`src/serial_port_pkg.sv`:
```
// Constants shared by the serial port and its helper modules.
// Assumes an 8-bit CPU register port and a 200 MHz system clock.
package serial_port_pkg;
	localparam logic [7:0] ADDR_CONTROL = 8'h0A;
	localparam logic [7:0] ADDR_STATUS = 8'h0B;
	localparam logic [7:0] ADDR_DATA = 8'h0C;
	localparam int CTL_IRQ_EN_BIT = 7;
	localparam int CTL_ENABLE_BIT = 6;
	localparam int CTL_ORDER_BIT = 5;
	localparam int CTL_MASTER_BIT = 4;
	localparam int CTL_RATE_BIT = 0;
	localparam int STS_DONE_BIT = 7;
	localparam int STS_COLL_BIT = 6;
	localparam logic [7:0] CONTROL_RESET = 8'h00;
	localparam logic [7:0] CONTROL_RW_MASK = 8'hF1;
	localparam logic [3:0] HALF_FAST = 4'h0;
	localparam logic [3:0] HALF_SLOW = 4'h7;
	localparam logic [2:0] BIT_LAST = 3'h7;
	localparam int FIFO_WIDTH = 8;
	localparam int FIFO_DEPTH = 8;
	typedef enum logic [1:0] {
		ST_IDLE = 2'b00,
		ST_LOW = 2'b01,
		ST_HIGH = 2'b10
	} master_state_t;
endpackage : serial_port_pkg

```
`src/fifo_if.sv`:
```
// Valid/ready carrier between the port and its receive FIFO.
// Assumes both ends run on the system clock.
interface fifo_if #(parameter int W = 8) ();
	logic valid;
	logic ready;
	logic [W-1:0] data;
	modport source (output valid, output data, input ready);
	modport sink (input valid, input data, output ready);
endinterface : fifo_if

```
`src/byte_fifo.sv`:
```
// Parameterised synchronous FIFO with valid/ready on both sides.
// Assumes a synchronous active-low reset.
module byte_fifo #(
	parameter int WIDTH = 8,
	parameter int DEPTH = 8
) (
	input wire logic clk_sys_in,
	input wire logic rst_n_in,
	fifo_if.sink wr,
	fifo_if.source rd
);
	localparam int AW = $clog2(DEPTH);
	logic [WIDTH-1:0] mem [DEPTH];
	logic [AW:0] wp_reg;
	logic [AW:0] rp_reg;
	wire full = (wp_reg[AW] != rp_reg[AW]) && (wp_reg[AW-1:0] == rp_reg[AW-1:0]);
	wire empty = (wp_reg == rp_reg);
	wire push = wr.valid && !full;
	wire pop = rd.ready && !empty;
	assign wr.ready = !full;
	assign rd.valid = !empty;
	assign rd.data = mem[rp_reg[AW-1:0]];
	always_ff @(posedge clk_sys_in) begin
		if (push) begin
			mem[wp_reg[AW-1:0]] <= wr.data;
		end
	end
	always_ff @(posedge clk_sys_in) begin
		if (!rst_n_in) begin
			wp_reg <= '0;
			rp_reg <= '0;
		end else begin
			wp_reg <= wp_reg + (AW + 1)'(push);
			rp_reg <= rp_reg + (AW + 1)'(pop);
		end
	end
endmodule : byte_fifo

```
`src/serial_peripheral_port.sv`:
```
// Serial peripheral port: control, status and shift-data registers, master clock generator.
// Assumes synchronous pins and a CPU register port with one-cycle read/write strobes.
// What this block does
// - Enable connects clock, data-out, data-in pins
// - Clearing enable resets state, releases pins
// - Master data write starts clock generator
// - Master rate: divide 16 or 2
// - Serial clock drives bit counter, shifter
// - Master drives clock pin; slave receives
// - Slave never generates clock on write
// - Order bit picks LSB or MSB first
// - Eighth rising clock edge sets done flag
// - Done flag with enable raises interrupt
// - Interrupt held while enable and flag set
// - Status read then data access clears done
// - Done set blocks data access, shifting
// - Access during shift sets collision, ignored
// - Collision never raises interrupt
// - Collision clears likewise, resets if shifting
// - Status read-only, others read-write
// - Unused bits read as zero
// - Data register survives reset
// - Stop freezes master transfer, then resumes
// - Slave shifts in stop, interrupt early
// - Wait mode leaves port running
// - Eight master pulses, clock idles high
// - Output data changes on falling edge, or on any cycle while master idle
module serial_peripheral_port
	import serial_port_pkg::*;
(
	input wire logic clk_sys_in,
	input wire logic rst_n_in,
	input wire logic stop_mode_in,
	input wire logic [7:0] addr_in,
	input wire logic [7:0] wdata_in,
	input wire logic wr_in,
	input wire logic rd_in,
	output logic [7:0] rdata_out,
	output logic transfer_interrupt_out,
	input wire logic sck_in,
	output logic sck_out,
	output logic sck_oe_out,
	output logic serial_out_pin_out,
	output logic serial_out_oe_out,
	input wire logic serial_in_pin_in,
	output logic rx_valid_out,
	output logic [7:0] rx_data_out,
	input wire logic rx_ready_in,
	output logic rx_overflow_out
);
	import serial_port_pkg::*;

	fifo_if #(.W(FIFO_WIDTH)) rx_wr ();
	fifo_if #(.W(FIFO_WIDTH)) rx_rd ();

	logic [7:0] control_reg;
	logic done_reg;
	logic coll_reg;
	logic armed_reg;
	logic [7:0] shift_reg;
	logic [2:0] count_reg;
	logic busy_reg;
	logic done_pend_reg;
	logic irq_early_reg;
	master_state_t mstate_reg;
	master_state_t mstate_next;
	logic [3:0] div_reg;
	logic sck_prev_reg;
	logic sdo_reg;
	logic push_reg;
	logic [7:0] push_data_reg;
	logic overflow_reg;
	logic [7:0] rdata_reg;
	logic irq_reg;
	logic sck_o_reg;
	logic sck_oe_reg;
	logic sdo_oe_reg;

	wire enabled = control_reg[CTL_ENABLE_BIT];
	wire master = control_reg[CTL_MASTER_BIT];
	wire lsb_first = control_reg[CTL_ORDER_BIT];
	wire irq_en = control_reg[CTL_IRQ_EN_BIT];
	wire slow_rate = control_reg[CTL_RATE_BIT];
	wire sel_ctl = (addr_in == ADDR_CONTROL);
	wire sel_sts = (addr_in == ADDR_STATUS);
	wire sel_dat = (addr_in == ADDR_DATA);
	wire data_access = sel_dat && (wr_in || rd_in);
	wire status_read = sel_sts && rd_in;
	// Clear sequence: status read seen with done set, then a data access
	wire clear_seq = data_access && armed_reg;
	// Data access blocked while done pending clear or while shifting
	wire access_ok = data_access && !done_reg && !busy_reg;
	wire collide = data_access && busy_reg && !(done_reg && !armed_reg);
	wire data_write_ok = access_ok && wr_in;
	wire [3:0] half_count = slow_rate ? HALF_SLOW : HALF_FAST;
	wire div_done = (div_reg == half_count);
	wire clk_run = !stop_mode_in;

	// Serial clock edges: internal in master mode, pin in slave mode
	wire m_rise = (mstate_reg == ST_LOW) && div_done && clk_run;
	wire m_fall = (mstate_reg == ST_HIGH) && div_done && clk_run;
	wire s_rise = !master && sck_in && !sck_prev_reg;
	wire s_fall = !master && !sck_in && sck_prev_reg;
	wire ser_rise = enabled && !done_reg && (master ? m_rise : s_rise);
	wire ser_fall = enabled && (master ? (m_fall || mstate_reg == ST_IDLE) : s_fall);
	wire last_bit = (count_reg == BIT_LAST);
	wire in_bit = serial_in_pin_in;
	wire [7:0] shifted = lsb_first ? {in_bit, shift_reg[7:1]} : {shift_reg[6:0], in_bit};
	wire out_bit = lsb_first ? shift_reg[0] : shift_reg[7];
	wire start_master = enabled && master && data_write_ok;

	always_comb begin
		mstate_next = mstate_reg;
		case (mstate_reg)
			ST_IDLE: begin
				if (start_master) begin
					mstate_next = ST_HIGH;
				end
			end
			ST_HIGH: begin
				if (m_fall) begin
					mstate_next = ST_LOW;
				end
			end
			ST_LOW: begin
				if (m_rise) begin
					mstate_next = last_bit ? ST_IDLE : ST_HIGH;
				end
			end
			default: begin
				mstate_next = ST_IDLE;
			end
		endcase
	end

	always_ff @(posedge clk_sys_in) begin
		if (!rst_n_in || !enabled || !master) begin
			mstate_reg <= ST_IDLE;
			div_reg <= '0;
		end else begin
			mstate_reg <= mstate_next;
			if (mstate_reg == ST_IDLE || div_done) begin
				div_reg <= '0;
			end else if (clk_run) begin
				div_reg <= div_reg + 4'h1;
			end
		end
	end

	always_ff @(posedge clk_sys_in) begin
		if (!rst_n_in) begin
			control_reg <= CONTROL_RESET;
		end else if (wr_in && sel_ctl) begin
			control_reg <= wdata_in & CONTROL_RW_MASK;
		end
	end

	// Shift register has no reset; it keeps its byte as plain storage
	always_ff @(posedge clk_sys_in) begin
		if (data_write_ok) begin
			shift_reg <= wdata_in;
		end else if (ser_rise) begin
			shift_reg <= shifted;
		end
	end

	always_ff @(posedge clk_sys_in) begin
		if (!rst_n_in || !enabled) begin
			count_reg <= '0;
			busy_reg <= 1'b0;
			done_pend_reg <= 1'b0;
			irq_early_reg <= 1'b0;
		end else begin
			if (ser_rise) begin
				count_reg <= count_reg + 3'h1;
				busy_reg <= !last_bit;
			end else if (start_master || (s_fall && !done_reg)) begin
				busy_reg <= 1'b1;
			end
			// Slave byte end in stop: interrupt now, flag when clock returns
			if (ser_rise && last_bit && stop_mode_in) begin
				done_pend_reg <= 1'b1;
				irq_early_reg <= 1'b1;
			end else if (!stop_mode_in) begin
				done_pend_reg <= 1'b0;
				irq_early_reg <= 1'b0;
			end
		end
	end

	always_ff @(posedge clk_sys_in) begin
		if (!rst_n_in) begin
			done_reg <= 1'b0;
			coll_reg <= 1'b0;
			armed_reg <= 1'b0;
		end else begin
			// Setting wins over the clear sequence
			if ((ser_rise && last_bit && !stop_mode_in) || (done_pend_reg && !stop_mode_in)) begin
				done_reg <= 1'b1;
			end else if (clear_seq) begin
				done_reg <= 1'b0;
			end
			if (collide) begin
				coll_reg <= 1'b1;
			end else if (clear_seq) begin
				coll_reg <= 1'b0;
			end
			if (status_read && done_reg) begin
				armed_reg <= 1'b1;
			end else if (data_access) begin
				armed_reg <= 1'b0;
			end
		end
	end

	always_ff @(posedge clk_sys_in) begin
		if (!rst_n_in) begin
			sck_prev_reg <= 1'b1;
			sdo_reg <= 1'b1;
			sck_o_reg <= 1'b1;
			sck_oe_reg <= 1'b0;
			sdo_oe_reg <= 1'b0;
			irq_reg <= 1'b0;
			rdata_reg <= 8'h00;
		end else begin
			sck_prev_reg <= sck_in;
			if (ser_fall) begin
				sdo_reg <= out_bit;
			end
			sck_o_reg <= (mstate_next != ST_LOW);
			sck_oe_reg <= enabled && master;
			sdo_oe_reg <= enabled;
			irq_reg <= irq_en && (done_reg || irq_early_reg);
			rdata_reg <= sel_ctl ? control_reg :
				sel_sts ? {done_reg, coll_reg, 6'h00} :
				sel_dat ? shift_reg : 8'h00;
		end
	end

	// Received bytes copied into the FIFO at byte end
	always_ff @(posedge clk_sys_in) begin
		if (!rst_n_in) begin
			push_reg <= 1'b0;
			push_data_reg <= 8'h00;
			overflow_reg <= 1'b0;
		end else begin
			if (ser_rise && last_bit) begin
				push_reg <= 1'b1;
				push_data_reg <= shifted;
				overflow_reg <= push_reg && !rx_wr.ready;
			end else if (rx_wr.ready) begin
				push_reg <= 1'b0;
			end
		end
	end

	assign rx_wr.valid = push_reg;
	assign rx_wr.data = push_data_reg;
	assign rx_rd.ready = rx_ready_in || !rx_valid_out;

	byte_fifo #(.WIDTH(FIFO_WIDTH), .DEPTH(FIFO_DEPTH)) u_rx_fifo (
		.clk_sys_in(clk_sys_in),
		.rst_n_in(rst_n_in),
		.wr(rx_wr.sink),
		.rd(rx_rd.source)
	);

	always_ff @(posedge clk_sys_in) begin
		if (!rst_n_in) begin
			rx_valid_out <= 1'b0;
			rx_data_out <= 8'h00;
		end else if (!rx_valid_out || rx_ready_in) begin
			rx_valid_out <= rx_rd.valid;
			rx_data_out <= rx_rd.data;
		end
	end

	always_ff @(posedge clk_sys_in) begin
		if (!rst_n_in) begin
			rx_overflow_out <= 1'b0;
		end else begin
			rx_overflow_out <= overflow_reg;
		end
	end

	assign rdata_out = rdata_reg;
	assign transfer_interrupt_out = irq_reg;
	assign sck_out = sck_o_reg;
	assign sck_oe_out = sck_oe_reg;
	assign serial_out_pin_out = sdo_reg;
	assign serial_out_oe_out = sdo_oe_reg;
endmodule : serial_peripheral_port

```
`config.mk`:
```
export PLATFORM = sky130hd
export DESIGN_NAME = serial_peripheral_port
export DESIGN_NICKNAME = d
export VERILOG_FILES = /design/src/serial_port_pkg.sv /design/src/fifo_if.sv /design/src/byte_fifo.sv /design/src/serial_peripheral_port.sv
export SDC_FILE = /design/constraint.sdc
export NUM_CORES = 1
export LEC_CHECK = 0
export ABC_CLOCK_PERIOD_IN_PS = 2400
export BUFFER_PORTS_ARGS = -buffer_cell sky130_fd_sc_hd__buf_2
export CAP_MARGIN = 20
export CORE_ASPECT_RATIO = 1.5
export CORE_MARGIN = 2
export CORE_UTILIZATION = 35
export DETAILED_ROUTE_END_ITERATION = 16
export PLACE_DENSITY_LB_ADDON = 0.25
export REMOVE_ABC_BUFFERS = 1
export SYNTH_ARGS = -nofsm -noshare
export SYNTH_HDL_FRONTEND = slang
export SYNTH_SLANG_ARGS = --single-unit
```
`constraint.sdc`:
```
create_clock -name clk_sys_in -period 2.4 [get_ports clk_sys_in]
set_clock_uncertainty 0.1 [all_clocks]
set_input_delay 0.24 -clock clk_sys_in [delete_from_list [all_inputs] [get_ports clk_sys_in]]
set_output_delay 0.24 -clock clk_sys_in [all_outputs]
set_load 0.02 [all_outputs]
```
==> flow_metrics.env <==
export IMPL_critical_path_required_ps=2590
export IMPL_crit_end="push_data_reg[6]"
export IMPL_clk_path_buf_depth=2
export IMPL_ir_drop_mv=0.4162
export IMPL_sequential_to_total_area_share_from_yosys_stat_pct=62.35
export IMPL_yosys_register_bits=133
export IMPL_final_setup_tns_ps=0
export IMPL_unrepaired_setup_endpoints_after_global_routing="no"
export IMPL_num_nets_final=508
export IMPL_gp_routability_congestion=0.8148
export IMPL_slew_limit_headroom_pct=53.91
export IMPL_area_delta_synth_final_pct=20.98
export IMPL_groute_usage_overall_pct=14.66
export IMPL_power_density_cell_area_nw_per_um2=779.3
export IMPL_timing_final_setup_violations=0
export IMPL_worst_setup_path_start_kind="register"
export IMPL_chipWidth_um=105.7
export IMPL_timing_hold_worst_class="input pin to register"
export IMPL_critical_path_startpoint="div_reg[0]"
export IMPL_num_vias=3435
export IMPL_fraction_of_synthesis_flops_using_an_asynchronous_set_or_reset_pin_pct=0
export IMPL_global_route_usage_met3_pct=3.499
export IMPL_grt_met1_usage_pct=15.55
export IMPL_synth_enable_flop_cells=72
export IMPL_place_hpwl_um=8311
export IMPL_arrival_ps=2270
export IMPL_core_um2=15140
export IMPL_cp_end_kind="register"
export IMPL_netlist_top_cell_by_area="sky130_fd_sc_hd__edfxtp_1"
export IMPL_tightest_slew_ps=691.3
export IMPL_routed_wl_um=11620
export IMPL_fmax_mhz=479.6
export IMPL_antenna_found_initial=0
export IMPL_grt_pass1_vias=3535
export IMPL_min_period_ps=2085
export IMPL_worst_r2r_endpoint="push_data_reg[6]"
export IMPL_antenna_cells_inserted=0
export IMPL_p_leak_nw=2.476
export IMPL_regToRegStartpoint="div_reg[0]"
export IMPL_numPortBuffers=46
export IMPL_timing_worst_setup_path_type="register to register"
export IMPL_cts_root_buffer_cell="sky130_fd_sc_hd__clkbuf_16"
export IMPL_route_detailed_vias_per_inst=4.985
export IMPL_mappedNetlistArea_um2=5426
export IMPL_cts_tree="done"
export IMPL_syn_inst=408
export IMPL_gr_total_overflow=0
export IMPL_synth_distinct_cells=53
export IMPL_gr_max_usage_layer="met2"
export IMPL_finish_cell_count_without_fillers=689
export IMPL_floorplan_initialDensity_pct=35.84
export IMPL_avgSynthCellArea_um2=13.30
export IMPL_yosys_area_top_type_share_pct=39.84
export IMPL_timing_final_hold_violations=0
export IMPL_drt_antenna_violating_nets=0
export IMPL_gr_usage_met2_pct=27.62
export IMPL_run_status="finished clean"
export IMPL_layout_drive_gt1_share_pct=24.69
export IMPL_ys_top_cells_by_area="sky130_fd_sc_hd__edfxtp_1 (40%), sky130_fd_sc_hd__dfxtp_1 (23%), sky130_fd_sc_hd__mux4_2 (6.6%), sky130_fd_sc_hd__mux2i_1 (4.6%), sky130_fd_sc_hd__nor2_1 (3.1%)"
export IMPL_commonest_register_cell_after_synthesis="sky130_fd_sc_hd__edfxtp_1"
export IMPL_placed_cells_incl_taps=653
export IMPL_total_i_o_pin_count=47
export IMPL_largest_reg_flops=64
export IMPL_clk_latency_ps=410
export IMPL_ctsResizeCount=0
export IMPL_site_row_count=55
export IMPL_drt_iter0_markers=157
export IMPL_final_max_slew_viol_count=0
export IMPL_r2r_slack_ps=320
export IMPL_timing_max_cap_violations=0
export IMPL_r2r_cells=4
export IMPL_htreeDepth=4
export IMPL_die_height_um=156.5
export IMPL_min_from="wdata_in[7]"
export IMPL_fin_crit_sh_pct=86.87
export IMPL_critPathMaxFanout=13
export IMPL_routed_wire_length_per_instance_um=16.87
export IMPL_tritoncts_num_sinks=133
export IMPL_synth_warnings=0
export IMPL_cts_buffers_inserted=17
export IMPL_firstDrtPassIters=4
export IMPL_design_die_area_um2=16540
export IMPL_grt_start_max_net_pins=19
export IMPL_grt_pass1_wl_um=18170
export IMPL_path_clk_slew_ps=60
export IMPL_drc_errors=0
-- cells by family after synthesis --
kind of cell	after synthesis	synth area share (%)
mux	54	13.95
buf+inv	26	2.168
compound gates	59	6.710
xor+xnor	11	1.775
simple gates	118	11.44
flops	133	62.35
fa+ha+maj	7	1.614
-- where the power goes --
part           switching [mW]  internal, mW
clock network           0.967          1.52
logic                   0.113         0.109
registers             0.00856          2.39
total                    1.09          4.03
-- layout make-up --
class / instances / area, um2
Fill cell: 1403 / 8574
Sequential cell: 133 / 3383
Multi-Input combinational cell: 249 / 1926
Clock buffer: 19 / 432.9
Timing Repair Buffer: 69 / 412.9
Tap cell: 199 / 249.0
Clock inverter: 13 / 135.1
Inverter: 7 / 26.28
-- worst max-delay path: stages, from the launching register on --
cell,delay [ps]
sky130_fd_sc_hd__dfxtp_1,360
sky130_fd_sc_hd__and4_1,240
sky130_fd_sc_hd__o2111a_1,310
sky130_fd_sc_hd__o21ai_2,560
sky130_fd_sc_hd__mux2_1,380
-- how the worst min path moves through the flow --
| stage | to | cells past startpoint | slack [ps] |
|---|---|---|---|
| 6_report | control_reg[7] | 3 | 10 |
| 5_1_grt | control_reg[7] | 3 | 5 |
| 4_1_cts | control_reg[7] | 3 | 1 |
| 3_5_place_dp | rx_overflow_out | 1 | 360 |
| 3_3_place_gp | push_reg | 2 | 360 |
| 2_1_floorplan | sck_prev_reg | 1 | 210 |
-- per-layer routing --
metal	vias up	wire length, um
met3	18	283
met5	-	0
met4	0	206
li1	1668	-
met2	52	6406
met1	1697	4726
-- cells in the final DEF, fill, tap and decap left out, drive strengths merged, types with 3 or more instances in the layout --
cell,count
nand2b,8
o21ai,18
xor2,4
clkinv,6
ha,7
mux2,13
mux4,16
edfxtp,72
nor2,45
buf,65
clkbuf,19
xnor2,7
dlygate4sd3,4
dfxtp,61
o211a,3
mux2i,25
inv,8
and2,14
nor3,5
nand2,15
nor4,3
nand3,7
a21oi,23
or4,3
clkinvlp,4
nand4,3
-- timing repair --
item / in CTS / in global routing
hold buffers: 4 / 0
buffers inserted: 0 / 0
hold endpoints to repair: 4 / 0
-- metrics by stage --
step           util, %  area [um2]  hold slack [ps]  setup WS, ps  power (mW)
6_report         43.36        6565            9.765         315.1       5.116
5_1_grt          43.36        6565            5.375         149.9       5.263
4_1_cts          43.36        6565            1.096         277.8       5.161
3_5_place_dp     39.35        5957            357.3         288.3       2.672
3_3_place_gp     39.35        5957            356.9         333.8       2.671
2_1_floorplan        -        5335            208.7        -241.9       2.585
-- synthesized netlist by cell type, types with 2 or more instances --
cell                       count
sky130_fd_sc_hd__and4_1        2
sky130_fd_sc_hd__o21ai_0      16
sky130_fd_sc_hd__mux2_1        7
sky130_fd_sc_hd__and2_1       14
sky130_fd_sc_hd__buf_1         2
sky130_fd_sc_hd__mux2_2        6
sky130_fd_sc_hd__and3_1        2
sky130_fd_sc_hd__edfxtp_1     72
sky130_fd_sc_hd__o21a_1        2
sky130_fd_sc_hd__nand4b_1      2
sky130_fd_sc_hd__buf_2         4
sky130_fd_sc_hd__nor3b_1       2
sky130_fd_sc_hd__clkbuf_1     11
sky130_fd_sc_hd__dfxtp_1      61
sky130_fd_sc_hd__inv_1         7
sky130_fd_sc_hd__xor2_1        4
sky130_fd_sc_hd__nand2_1      15
sky130_fd_sc_hd__nand4_1       3
sky130_fd_sc_hd__ha_1          7
sky130_fd_sc_hd__xnor2_1       7
sky130_fd_sc_hd__nor3_1        5
sky130_fd_sc_hd__nand2b_1      8
sky130_fd_sc_hd__nand3_1       7
sky130_fd_sc_hd__o211a_1       3
sky130_fd_sc_hd__buf_6         2
sky130_fd_sc_hd__mux2i_1      25
sky130_fd_sc_hd__a21oi_1      23
sky130_fd_sc_hd__mux4_2       16
sky130_fd_sc_hd__a22o_1        2
sky130_fd_sc_hd__nor4_1        3
sky130_fd_sc_hd__nor2_1       45
sky130_fd_sc_hd__or4_1         2
(Power assumes the default switching activity.)
